**src/core/occ_pkg.sv**
```systemverilog
package occ_pkg;
   localparam logic [15:0] PD_OFS = 16'h0a00;
   localparam logic [15:0] LOOP_OFS = 16'h0a01;
   localparam logic [15:0] SYNC_OFS = 16'h0a02;
   localparam logic [15:0] PROF_C_OFS = 16'h0780;
   localparam logic [15:0] PROF_D_OFS = 16'h07c0;
   localparam logic [5:0] PROF_LAST = 6'h26;
   localparam int unsigned PROF_N = 39;
   localparam logic [5:0] RDIV_B0 = 6'h12;
   localparam logic [5:0] RDIV_B1 = 6'h13;
   localparam logic [5:0] RDIV_B2 = 6'h14;
   localparam int unsigned PD_SRST_BIT = 7;
   localparam int unsigned PD_OSC_BIT = 6;
   localparam int unsigned PD_SYS_BIT = 5;
   localparam int unsigned PD_REF_BIT = 4;
   localparam int unsigned PD_TDC_BIT = 3;
   localparam int unsigned PD_ALOOP_BIT = 2;
   localparam int unsigned PD_DIST_BIT = 1;
   localparam int unsigned PD_FULL_BIT = 0;
   localparam int unsigned LM_HOLD_BIT = 6;
   localparam int unsigned LM_FREE_BIT = 5;
   localparam int unsigned SY_SYNC_BIT = 1;
   localparam logic [7:0] PD_RST = 8'h00;
   localparam logic [7:0] LOOP_RST = 8'h00;
   localparam logic [7:0] SYNC_RST = 8'h00;
   localparam logic [7:0] PD_MASK = 8'hff;
   localparam logic [7:0] LOOP_MASK = 8'h7f;
   localparam logic [7:0] SYNC_MASK = 8'h02;
   typedef enum logic [2:0] {
      SW_AUTO_REV = 3'h0, SW_AUTO_NREV = 3'h1, SW_MAN_FALL = 3'h2,
      SW_MAN_HOLD = 3'h3, SW_MAN_FULL = 3'h4
   } occ_sw_mode_type;
   typedef enum logic [2:0] {TW_LOOP = 3'h1, TW_HIST = 3'h2, TW_FREE = 3'h4} occ_tw_src_type;
   typedef enum logic [2:0] {SY_IDLE = 3'h1, SY_STALL = 3'h2, SY_GO = 3'h4} occ_sync_st_type;
   typedef struct packed {
      logic [15:0] addr;
      logic [7:0] wdata;
      logic wr;
      logic rd;
   } occ_req_type;
   // Value a profile byte takes after reset.
   function automatic logic [7:0] prof_rst(input logic [5:0] i);
      case (i)
         6'h0f: prof_rst = 8'hf4;
         6'h10: prof_rst = 8'h01;
         6'h12: prof_rst = 8'hc5;
         6'h15: prof_rst = 8'h6b;
         6'h16: prof_rst = 8'h07;
         6'h18: prof_rst = 8'h04;
         6'h1b: prof_rst = 8'h05;
         6'h1e, 6'h22: prof_rst = 8'hbc;
         6'h1f, 6'h23: prof_rst = 8'h02;
         6'h20, 6'h21, 6'h25, 6'h26: prof_rst = 8'h0a;
         default: prof_rst = 8'h00;
      endcase
   endfunction
   // Writable bits of a profile byte; the rest are reserved.
   function automatic logic [7:0] prof_mask(input logic [5:0] i);
      case (i)
         6'h11, 6'h17: prof_mask = 8'h01;
         6'h14: prof_mask = 8'h1f;
         6'h1a, 6'h1d: prof_mask = 8'h7f;
         default: prof_mask = 8'hff;
      endcase
   endfunction
   // True when an address falls inside the profile block at base.
   function automatic logic prof_hit(input logic [15:0] a, input logic [15:0] base);
      prof_hit = (a[15:6] == base[15:6]) && (a[5:0] <= PROF_LAST);
   endfunction
   // Actual reference division ratio from the three stored bytes.
   function automatic logic [20:0] rdiv_ratio(input logic [7:0] b0, input logic [7:0] b1,
                                               input logic [7:0] b2);
      rdiv_ratio = {1'b0, b2[3:0], b1, b0} + 21'h000001;
   endfunction
endpackage

```
**src/core/occ_ctrl.sv**
```systemverilog
`timescale 1ns/1ps
module occ_ctrl (
   input wire logic mclk_i,
   input wire logic reset_i,
   input wire occ_pkg::occ_req_type req_i,
   input wire logic history_avail_i,
   output logic [7:0] rdata_o,
   output logic soft_reset_o,
   output logic pd_osc_o,
   output logic pd_system_clock_input_o,
   output logic pd_ref_o,
   output logic pd_tdc_o,
   output logic pd_aloop_o,
   output logic pd_dist_o,
   output logic pd_full_o,
   output occ_pkg::occ_tw_src_type tw_src_o,
   output occ_pkg::occ_sw_mode_type sw_mode_o,
   output logic manual_valid_o,
   output logic [1:0] manual_ref_o,
   output logic dist_stall_o,
   output logic dist_restart_o,
   output logic [20:0] rdiv_c_o,
   output logic [20:0] rdiv_d_o
);
   // ==================================================================
   // Address decode
   // ==================================================================
   logic hit_pd;
   logic hit_loop;
   logic hit_sync;
   logic hit_c;
   logic hit_d;
   logic [5:0] ofs;
   logic [7:0] wmask_prof;

   // Decode of the plain register port.
   assign hit_pd = req_i.addr == occ_pkg::PD_OFS;
   assign hit_loop = req_i.addr == occ_pkg::LOOP_OFS;
   assign hit_sync = req_i.addr == occ_pkg::SYNC_OFS;
   assign hit_c = occ_pkg::prof_hit(req_i.addr, occ_pkg::PROF_C_OFS);
   assign hit_d = occ_pkg::prof_hit(req_i.addr, occ_pkg::PROF_D_OFS);
   assign ofs = req_i.addr[5:0];
   assign wmask_prof = occ_pkg::prof_mask(ofs);

   // ==================================================================
   // Control registers
   // ==================================================================
   logic [7:0] pd_ff;
   logic [7:0] loop_ff;
   logic [7:0] sync_ff;

   // Control registers; only the defined bits are stored.
   always_ff @(posedge mclk_i or posedge reset_i) begin
      if (reset_i) begin
         pd_ff <= occ_pkg::PD_RST;
         loop_ff <= occ_pkg::LOOP_RST;
         sync_ff <= occ_pkg::SYNC_RST;
      end else if (req_i.wr) begin
         if (hit_pd) begin
            pd_ff <= req_i.wdata & occ_pkg::PD_MASK;
         end
         if (hit_loop) begin
            loop_ff <= req_i.wdata & occ_pkg::LOOP_MASK;
         end
         if (hit_sync) begin
            sync_ff <= req_i.wdata & occ_pkg::SYNC_MASK;
         end
      end
   end

   // ==================================================================
   // Reference profiles C and D
   // ==================================================================
   logic [7:0] prof_ff [2][occ_pkg::PROF_N];

   // Profile storage; soft reset leaves it untouched.
   always_ff @(posedge mclk_i or posedge reset_i) begin
      if (reset_i) begin
         for (int k = 0; k < 2; k++) begin
            for (int i = 0; i < occ_pkg::PROF_N; i++) begin
               prof_ff[k][i] <= occ_pkg::prof_rst(6'(i));
            end
         end
      end else if (req_i.wr) begin
         if (hit_c) begin
            prof_ff[0][ofs] <= req_i.wdata & wmask_prof;
         end
         if (hit_d) begin
            prof_ff[1][ofs] <= req_i.wdata & wmask_prof;
         end
      end
   end

   // ==================================================================
   // Read port
   // ==================================================================
   logic [7:0] rd_mux;
   logic [7:0] rdata_ff;
   logic [7:0] nxt_rdata;

   // Read selection; unmapped addresses answer zero.
   assign rd_mux = hit_pd ? pd_ff :
                   hit_loop ? loop_ff :
                   hit_sync ? sync_ff :
                   hit_c ? prof_ff[0][ofs] :
                   hit_d ? prof_ff[1][ofs] : 8'h00;
   // Data stands only in the cycle after the read strobe.
   assign nxt_rdata = req_i.rd ? rd_mux : 8'h00;

   // Read data register.
   always_ff @(posedge mclk_i or posedge reset_i) begin
      if (reset_i) begin
         rdata_ff <= 8'h00;
      end else begin
         rdata_ff <= nxt_rdata;
      end
   end

   assign rdata_o = rdata_ff;

   // ==================================================================
   // Power-down and soft reset outputs
   // ==================================================================
   logic srst;
   logic full;
   logic [7:0] pd_out_ff;
   logic [7:0] nxt_pd_out;

   assign srst = pd_ff[occ_pkg::PD_SRST_BIT];
   assign full = pd_ff[occ_pkg::PD_FULL_BIT];
   assign nxt_pd_out[7] = full;
   assign nxt_pd_out[6] = srst;
   assign nxt_pd_out[5] = pd_ff[occ_pkg::PD_OSC_BIT] | full;
   assign nxt_pd_out[4] = pd_ff[occ_pkg::PD_SYS_BIT] | full;
   assign nxt_pd_out[3] = pd_ff[occ_pkg::PD_REF_BIT] | full;
   assign nxt_pd_out[2] = pd_ff[occ_pkg::PD_TDC_BIT] | full;
   assign nxt_pd_out[1] = pd_ff[occ_pkg::PD_ALOOP_BIT] | full;
   assign nxt_pd_out[0] = pd_ff[occ_pkg::PD_DIST_BIT] | full;

   // Power-down output flops.
   always_ff @(posedge mclk_i or posedge reset_i) begin
      if (reset_i) begin
         pd_out_ff <= 8'h00;
      end else begin
         pd_out_ff <= nxt_pd_out;
      end
   end

   assign soft_reset_o = pd_out_ff[6];
   assign pd_osc_o = pd_out_ff[5];
   assign pd_system_clock_input_o = pd_out_ff[4];
   assign pd_ref_o = pd_out_ff[3];
   assign pd_tdc_o = pd_out_ff[2];
   assign pd_aloop_o = pd_out_ff[1];
   assign pd_dist_o = pd_out_ff[0];
   // The full power-down flag has its own flop, so other sleep bits cannot fake it.
   assign pd_full_o = pd_out_ff[7];

   // ==================================================================
   // Loop mode decode
   // ==================================================================
   logic f_hold;
   logic f_free;
   logic [2:0] mode_code;
   logic is_manual;
   occ_pkg::occ_tw_src_type nxt_tw_src;
   occ_pkg::occ_sw_mode_type nxt_sw_mode;
   occ_pkg::occ_tw_src_type tw_src_ff;
   occ_pkg::occ_sw_mode_type sw_mode_ff;
   logic manual_valid_ff;
   logic [1:0] manual_ref_ff;
   logic [1:0] nxt_manual_ref;

   assign f_hold = loop_ff[occ_pkg::LM_HOLD_BIT];
   assign f_free = loop_ff[occ_pkg::LM_FREE_BIT];
   assign mode_code = loop_ff[4:2];
   assign nxt_tw_src = f_free ? occ_pkg::TW_FREE :
                       !f_hold ? occ_pkg::TW_LOOP :
                       history_avail_i ? occ_pkg::TW_HIST : occ_pkg::TW_FREE;
   assign nxt_sw_mode = (mode_code > 3'h4) ? occ_pkg::SW_AUTO_REV :
                        occ_pkg::occ_sw_mode_type'(mode_code);
   assign is_manual = (mode_code >= 3'h2) && (mode_code <= 3'h4);
   assign nxt_manual_ref = is_manual ? loop_ff[1:0] : 2'h0;

   // Loop mode output flops.
   always_ff @(posedge mclk_i or posedge reset_i) begin
      if (reset_i) begin
         tw_src_ff <= occ_pkg::TW_LOOP;
         sw_mode_ff <= occ_pkg::SW_AUTO_REV;
         manual_valid_ff <= 1'b0;
         manual_ref_ff <= 2'h0;
      end else begin
         tw_src_ff <= nxt_tw_src;
         sw_mode_ff <= nxt_sw_mode;
         manual_valid_ff <= is_manual;
         manual_ref_ff <= nxt_manual_ref;
      end
   end

   assign tw_src_o = tw_src_ff;
   assign sw_mode_o = sw_mode_ff;
   assign manual_valid_o = manual_valid_ff;
   assign manual_ref_o = manual_ref_ff;

   // ==================================================================
   // Distribution sync sequencer
   // ==================================================================
   logic sync_bit;
   occ_pkg::occ_sync_st_type sync_st_ff;
   occ_pkg::occ_sync_st_type nxt_sync_st;

   assign sync_bit = sync_ff[occ_pkg::SY_SYNC_BIT];

   // Next state; soft reset returns the sequencer to idle.
   always_comb begin
      nxt_sync_st = sync_st_ff;
      case (sync_st_ff)
         occ_pkg::SY_IDLE: begin
            if (sync_bit) begin
               nxt_sync_st = occ_pkg::SY_STALL;
            end
         end
         occ_pkg::SY_STALL: begin
            if (!sync_bit) begin
               nxt_sync_st = occ_pkg::SY_GO;
            end
         end
         occ_pkg::SY_GO: begin
            nxt_sync_st = sync_bit ? occ_pkg::SY_STALL : occ_pkg::SY_IDLE;
         end
         default: begin
            nxt_sync_st = occ_pkg::SY_IDLE;
         end
      endcase
      if (srst) begin
         nxt_sync_st = occ_pkg::SY_IDLE;
      end
   end

   // Sequencer state register.
   always_ff @(posedge mclk_i or posedge reset_i) begin
      if (reset_i) begin
         sync_st_ff <= occ_pkg::SY_IDLE;
      end else begin
         sync_st_ff <= nxt_sync_st;
      end
   end

   // One-hot state bits drive the outputs directly.
   assign dist_stall_o = sync_st_ff[1];
   assign dist_restart_o = sync_st_ff[2];

   // ==================================================================
   // Reference divider ratios
   // ==================================================================
   logic [20:0] rdiv_c_ff;
   logic [20:0] rdiv_d_ff;
   logic [20:0] nxt_rdiv_c;
   logic [20:0] nxt_rdiv_d;

   assign nxt_rdiv_c = occ_pkg::rdiv_ratio(prof_ff[0][occ_pkg::RDIV_B0],
                                           prof_ff[0][occ_pkg::RDIV_B1],
                                           prof_ff[0][occ_pkg::RDIV_B2]);
   assign nxt_rdiv_d = occ_pkg::rdiv_ratio(prof_ff[1][occ_pkg::RDIV_B0],
                                           prof_ff[1][occ_pkg::RDIV_B1],
                                           prof_ff[1][occ_pkg::RDIV_B2]);

   // Divider ratio flops.
   always_ff @(posedge mclk_i or posedge reset_i) begin
      if (reset_i) begin
         rdiv_c_ff <= 21'h000000;
         rdiv_d_ff <= 21'h000000;
      end else begin
         rdiv_c_ff <= nxt_rdiv_c;
         rdiv_d_ff <= nxt_rdiv_d;
      end
   end

   assign rdiv_c_o = rdiv_c_ff;
   assign rdiv_d_o = rdiv_d_ff;
endmodule // occ_ctrl

```
**config.mk**
```make
export PLATFORM = sky130hd
export DESIGN_NAME = occ_ctrl
export DESIGN_NICKNAME = d
export VERILOG_FILES = /design/src/core/occ_pkg.sv /design/src/core/occ_ctrl.sv
export SDC_FILE = /design/constraint.sdc
export NUM_CORES = 2
export LEC_CHECK = 0
export BUFFER_PORTS_ARGS = -buffer_cell sky130_fd_sc_hd__buf_2
export CORE_UTILIZATION = 45
export CTS_BUF_LIST = sky130_fd_sc_hd__clkbuf_4
export DETAILED_ROUTE_END_ITERATION = 10
export PLACE_DENSITY_LB_ADDON = 0.25
export SLEW_MARGIN = 5
export SYNTH_ARGS = -nofsm -noshare
export SYNTH_HDL_FRONTEND = slang
export SYNTH_SLANG_ARGS = --single-unit
```
**constraint.sdc**
```tcl
create_clock -name mclk_i -period 32.7 [get_ports mclk_i]
set_input_delay 1.635 -clock mclk_i [delete_from_list [all_inputs] [get_ports mclk_i]]
set_output_delay 1.635 -clock mclk_i [all_outputs]
set_load 0.1 [all_outputs]
```
==> out/qor.yml <==
run_status: "complete, no violations"
synth_top_flop_cell: "dfrtp_1"
grt_setup_unrepaired: "no"
cts-resized-gates: 0
core_area_um2: 68700
first_global_vias: 22326
crit_start: "req_i[12]"
cts_tree: "yes"
route.antenna.remaining_nets: 0
regToRegSetupSlack_ps: 30000
final_nets: 2863
drive_above_1_share: 0.260
synth_register_bits: 710
clock_skew_ps: 81.9
post-cts-setup-buffers: 0
vias: 22075
reg2reg_from: "prof_ff[611]"
wirelength_um: 83900
timing.critical_path.slowest_cell_delay_ps: 800
via_per_inst: 5.65
number_of_warnings_issued_by_yosys: 0
cts-htree-levels: 4
timing.setup.critical_path_class: "in2reg"
timing.critical_path.arrival_ps: 5400
synth-adder-area-share: 0.000799
wire_length_of_the_first_global_routing_pass_um: 131000
main_combinational_cell_family_by_area_after_synthesis: "multiplexers"
timing.hold.worst_path_depth: 2
crit_fanout: 48
worst_slew_margin_rel: 0.141
clock_sink_count: 710
seq_area_frac_synth: 0.571
clock_pin_slew_of_the_registers_on_the_worst_case_setup_and_hold_paths_ps: 70
synthMuxAreaShare: 0.153
timing_hold_violations_final: 0
n_fill_cell: 6105
cts_hold_bufs: 0
critical_path_cell_by_cell: "buf_2, buf_4, nor2_1, and2_1, a21oi_1, nand2b_1, nand2_2, buf_4, o21ai_0"
chipHeight_um: 266
asyncSetResetFlopFracSynth: 1.00
worst_hold_path_type: "reg2reg"
place_hpwl_um: 53400
rr_worst_depth: 6
layout_worst_path_cycle_share: 0.139
violation_count_after_the_first_detailed_routing_iteration: 2008
routabilityCongestion: 0.875
final_total_negative_setup_slack_ps: 0
cpMostUsedCell: "buf_4"
synth_xor_xnor_area_share: 0.0109
timing_worst_slew_pin_value_ps: 1280
r2r-end: "rdata_o[3]"
cts_root_buf: "clkbuf_4"
synth_edf_count: 0
timing.critical_path.required_ps: 33540
critPathCapture: "prof_ff[422]"
post-layout-total-power_mw: 1.74
post_synth_and_or_nand_nor_area_fraction: 0.118
netlist_area_um2: 31300
endpoint_kind: "flip-flop"
most-common-layout-cells: "626 x dfrtp_1, 612 x nand2_1, 503 x o21ai_0, 291 x clkbuf_4, 121 x mux4_2"
avgSynthCellArea_um2: 11.4
grt_max_degree: 181
num_rows: 96
ir_worst_vdd_mv: 0.0270
layout_overhead_on_the_synthesized_area_pct: 10.7
placement.io_buffers: 97
cts_buffers: 180
fp.dieW_um: 266
num_io_pins: 98
clock_insertion_delay_worst_skew_ps: 1030
synth_cell_types: 60
synthCells: 2740
achievable-frequency_mhz: 219
design.die.area_um2: 70600
timing.critical_path.slowest_stage_cell: "and2_1"
p_leak_nw: 15.6
global_route.usage.total: 0.245
wl_per_cell_um: 21.5
synth_fp_nets: 2771
drc: 0
finalSetupViolCount: 0
number_of_slew_limit_violations_in_the_final_report: 0
grt_antenna_before_repair: 3
cp-start-kind: "input pin"
start_util: 0.456
maxCapViolCount: 0
global_route.overflow_total: 0
synth_compound_gate_area_share: 0.111
fin_crit_ps: 4560
drt_pre_antenna_iters: 5
power_density_of_the_placed_cells_nw_per_um2: 50.3
cts_max_path_buffers: 3
layout_commonest_cell: "dfrtp_1"
critical path: cells and delay by family:
kind | cells | cell delay, ps
buffers and inverters | 3 | 1310
AND/OR/NAND/NOR | 4 | 2000
AO/OA/AOI/OAI | 2 | 340
worst min path at each step:
| stage | startpoint | endpoint | slack, ps |
|---|---|---|---|
| 3_5_place_dp | prof_ff[160] | rdiv_d_o[0] | 450 |
| 3_3_place_gp | prof_ff[453] | prof_ff[453] | 450 |
| 2_1_floorplan | loop_ff[6] | tw_src_o[0] | 420 |
| 4_1_cts | prof_ff[501] | prof_ff[501] | 460 |
| 5_1_grt | prof_ff[453] | prof_ff[453] | 490 |
| 6_report | prof_ff[501] | prof_ff[501] | 460 |
where the power goes:
| part | internal, mW | switching (mW) |
|---|---|---|
| logic | 0.0164 | 0.0636 |
| clock network | 0.424 | 0.359 |
| registers | 0.879 | 0.000120 |
sequential cells by signal, indices dropped and copies added (netlist names):
name / flops
sw_mode_o: 3
sync_st_ff: 3
rdata_o: 8
prof_ff: 624
manual_valid_o: 1
pd_out_ff: 8
sync_ff: 1
tw_src_o: 3
pd_ff: 8
rdiv_d_o: 21
rdiv_c_o: 21
loop_ff: 7
manual_ref_o: 2
layout make-up:
type                    count  area (um2)  share of cell area
diodes                      2        5.00            0.000144
multi-input cells        1797       12400               0.357
clock buffers             291        2180              0.0631
clock inverters            33         216             0.00625
repair buffers            123         734              0.0212
flip-flops and latches    710       17900               0.516
well taps                 931        1160              0.0336
inverters                  20        82.6             0.00238
synthesized netlist by cell type (all sizes together), types with 15 or more instances:
library cell / count / area [um2]
dfrtp: 626 / 15700
o21ai: 531 / 2660
and2: 33 / 206
mux4: 139 / 3190
xnor2: 28 / 245
o22ai: 20 / 125
dfstp: 84 / 2210
inv: 18 / 67.6
buf: 61 / 444
nand3: 30 / 150
a211oi: 15 / 113
nor4: 17 / 254
clkbuf: 152 / 571
nor2: 30 / 113
nor2b: 26 / 163
nand2: 618 / 2320
nor3: 17 / 116
mux2: 102 / 1150
mux2i: 46 / 460
logic make-up after synthesis:
logic type,after synthesis
flip-flops,710
XOR/XNOR,39
adder cells (fa/ha/maj),2
AO/OA/AOI/OAI,642
multiplexers,287
buffers and inverters,233
AND/OR/NAND/NOR,827
through the flow:
stage,util,setup WS (ps),cells,hold slack [ps],area [um2]
floorplan,-,11290,2740,420,31300
global route,0.504,28100,3906,487,34600
global placement,0.469,27250,3581,448,32200
CTS,0.504,28310,3905,464,34600
detailed placement,0.469,27210,3581,451,32200
finish,0.504,28140,3907,461,34600
layer usage:
layer / global-route usage / up-vias / share of wire
met4: 0.0947 / 4 / 0.030
li1: - / 9939 / -
met2: 0.379 / 758 / 0.47
met3: 0.0605 / 152 / 0.068
met5: 0 / - / 0.00032
met1: 0.333 / 11222 / 0.43
Note: power is estimated with default switching activity, not from simulation.
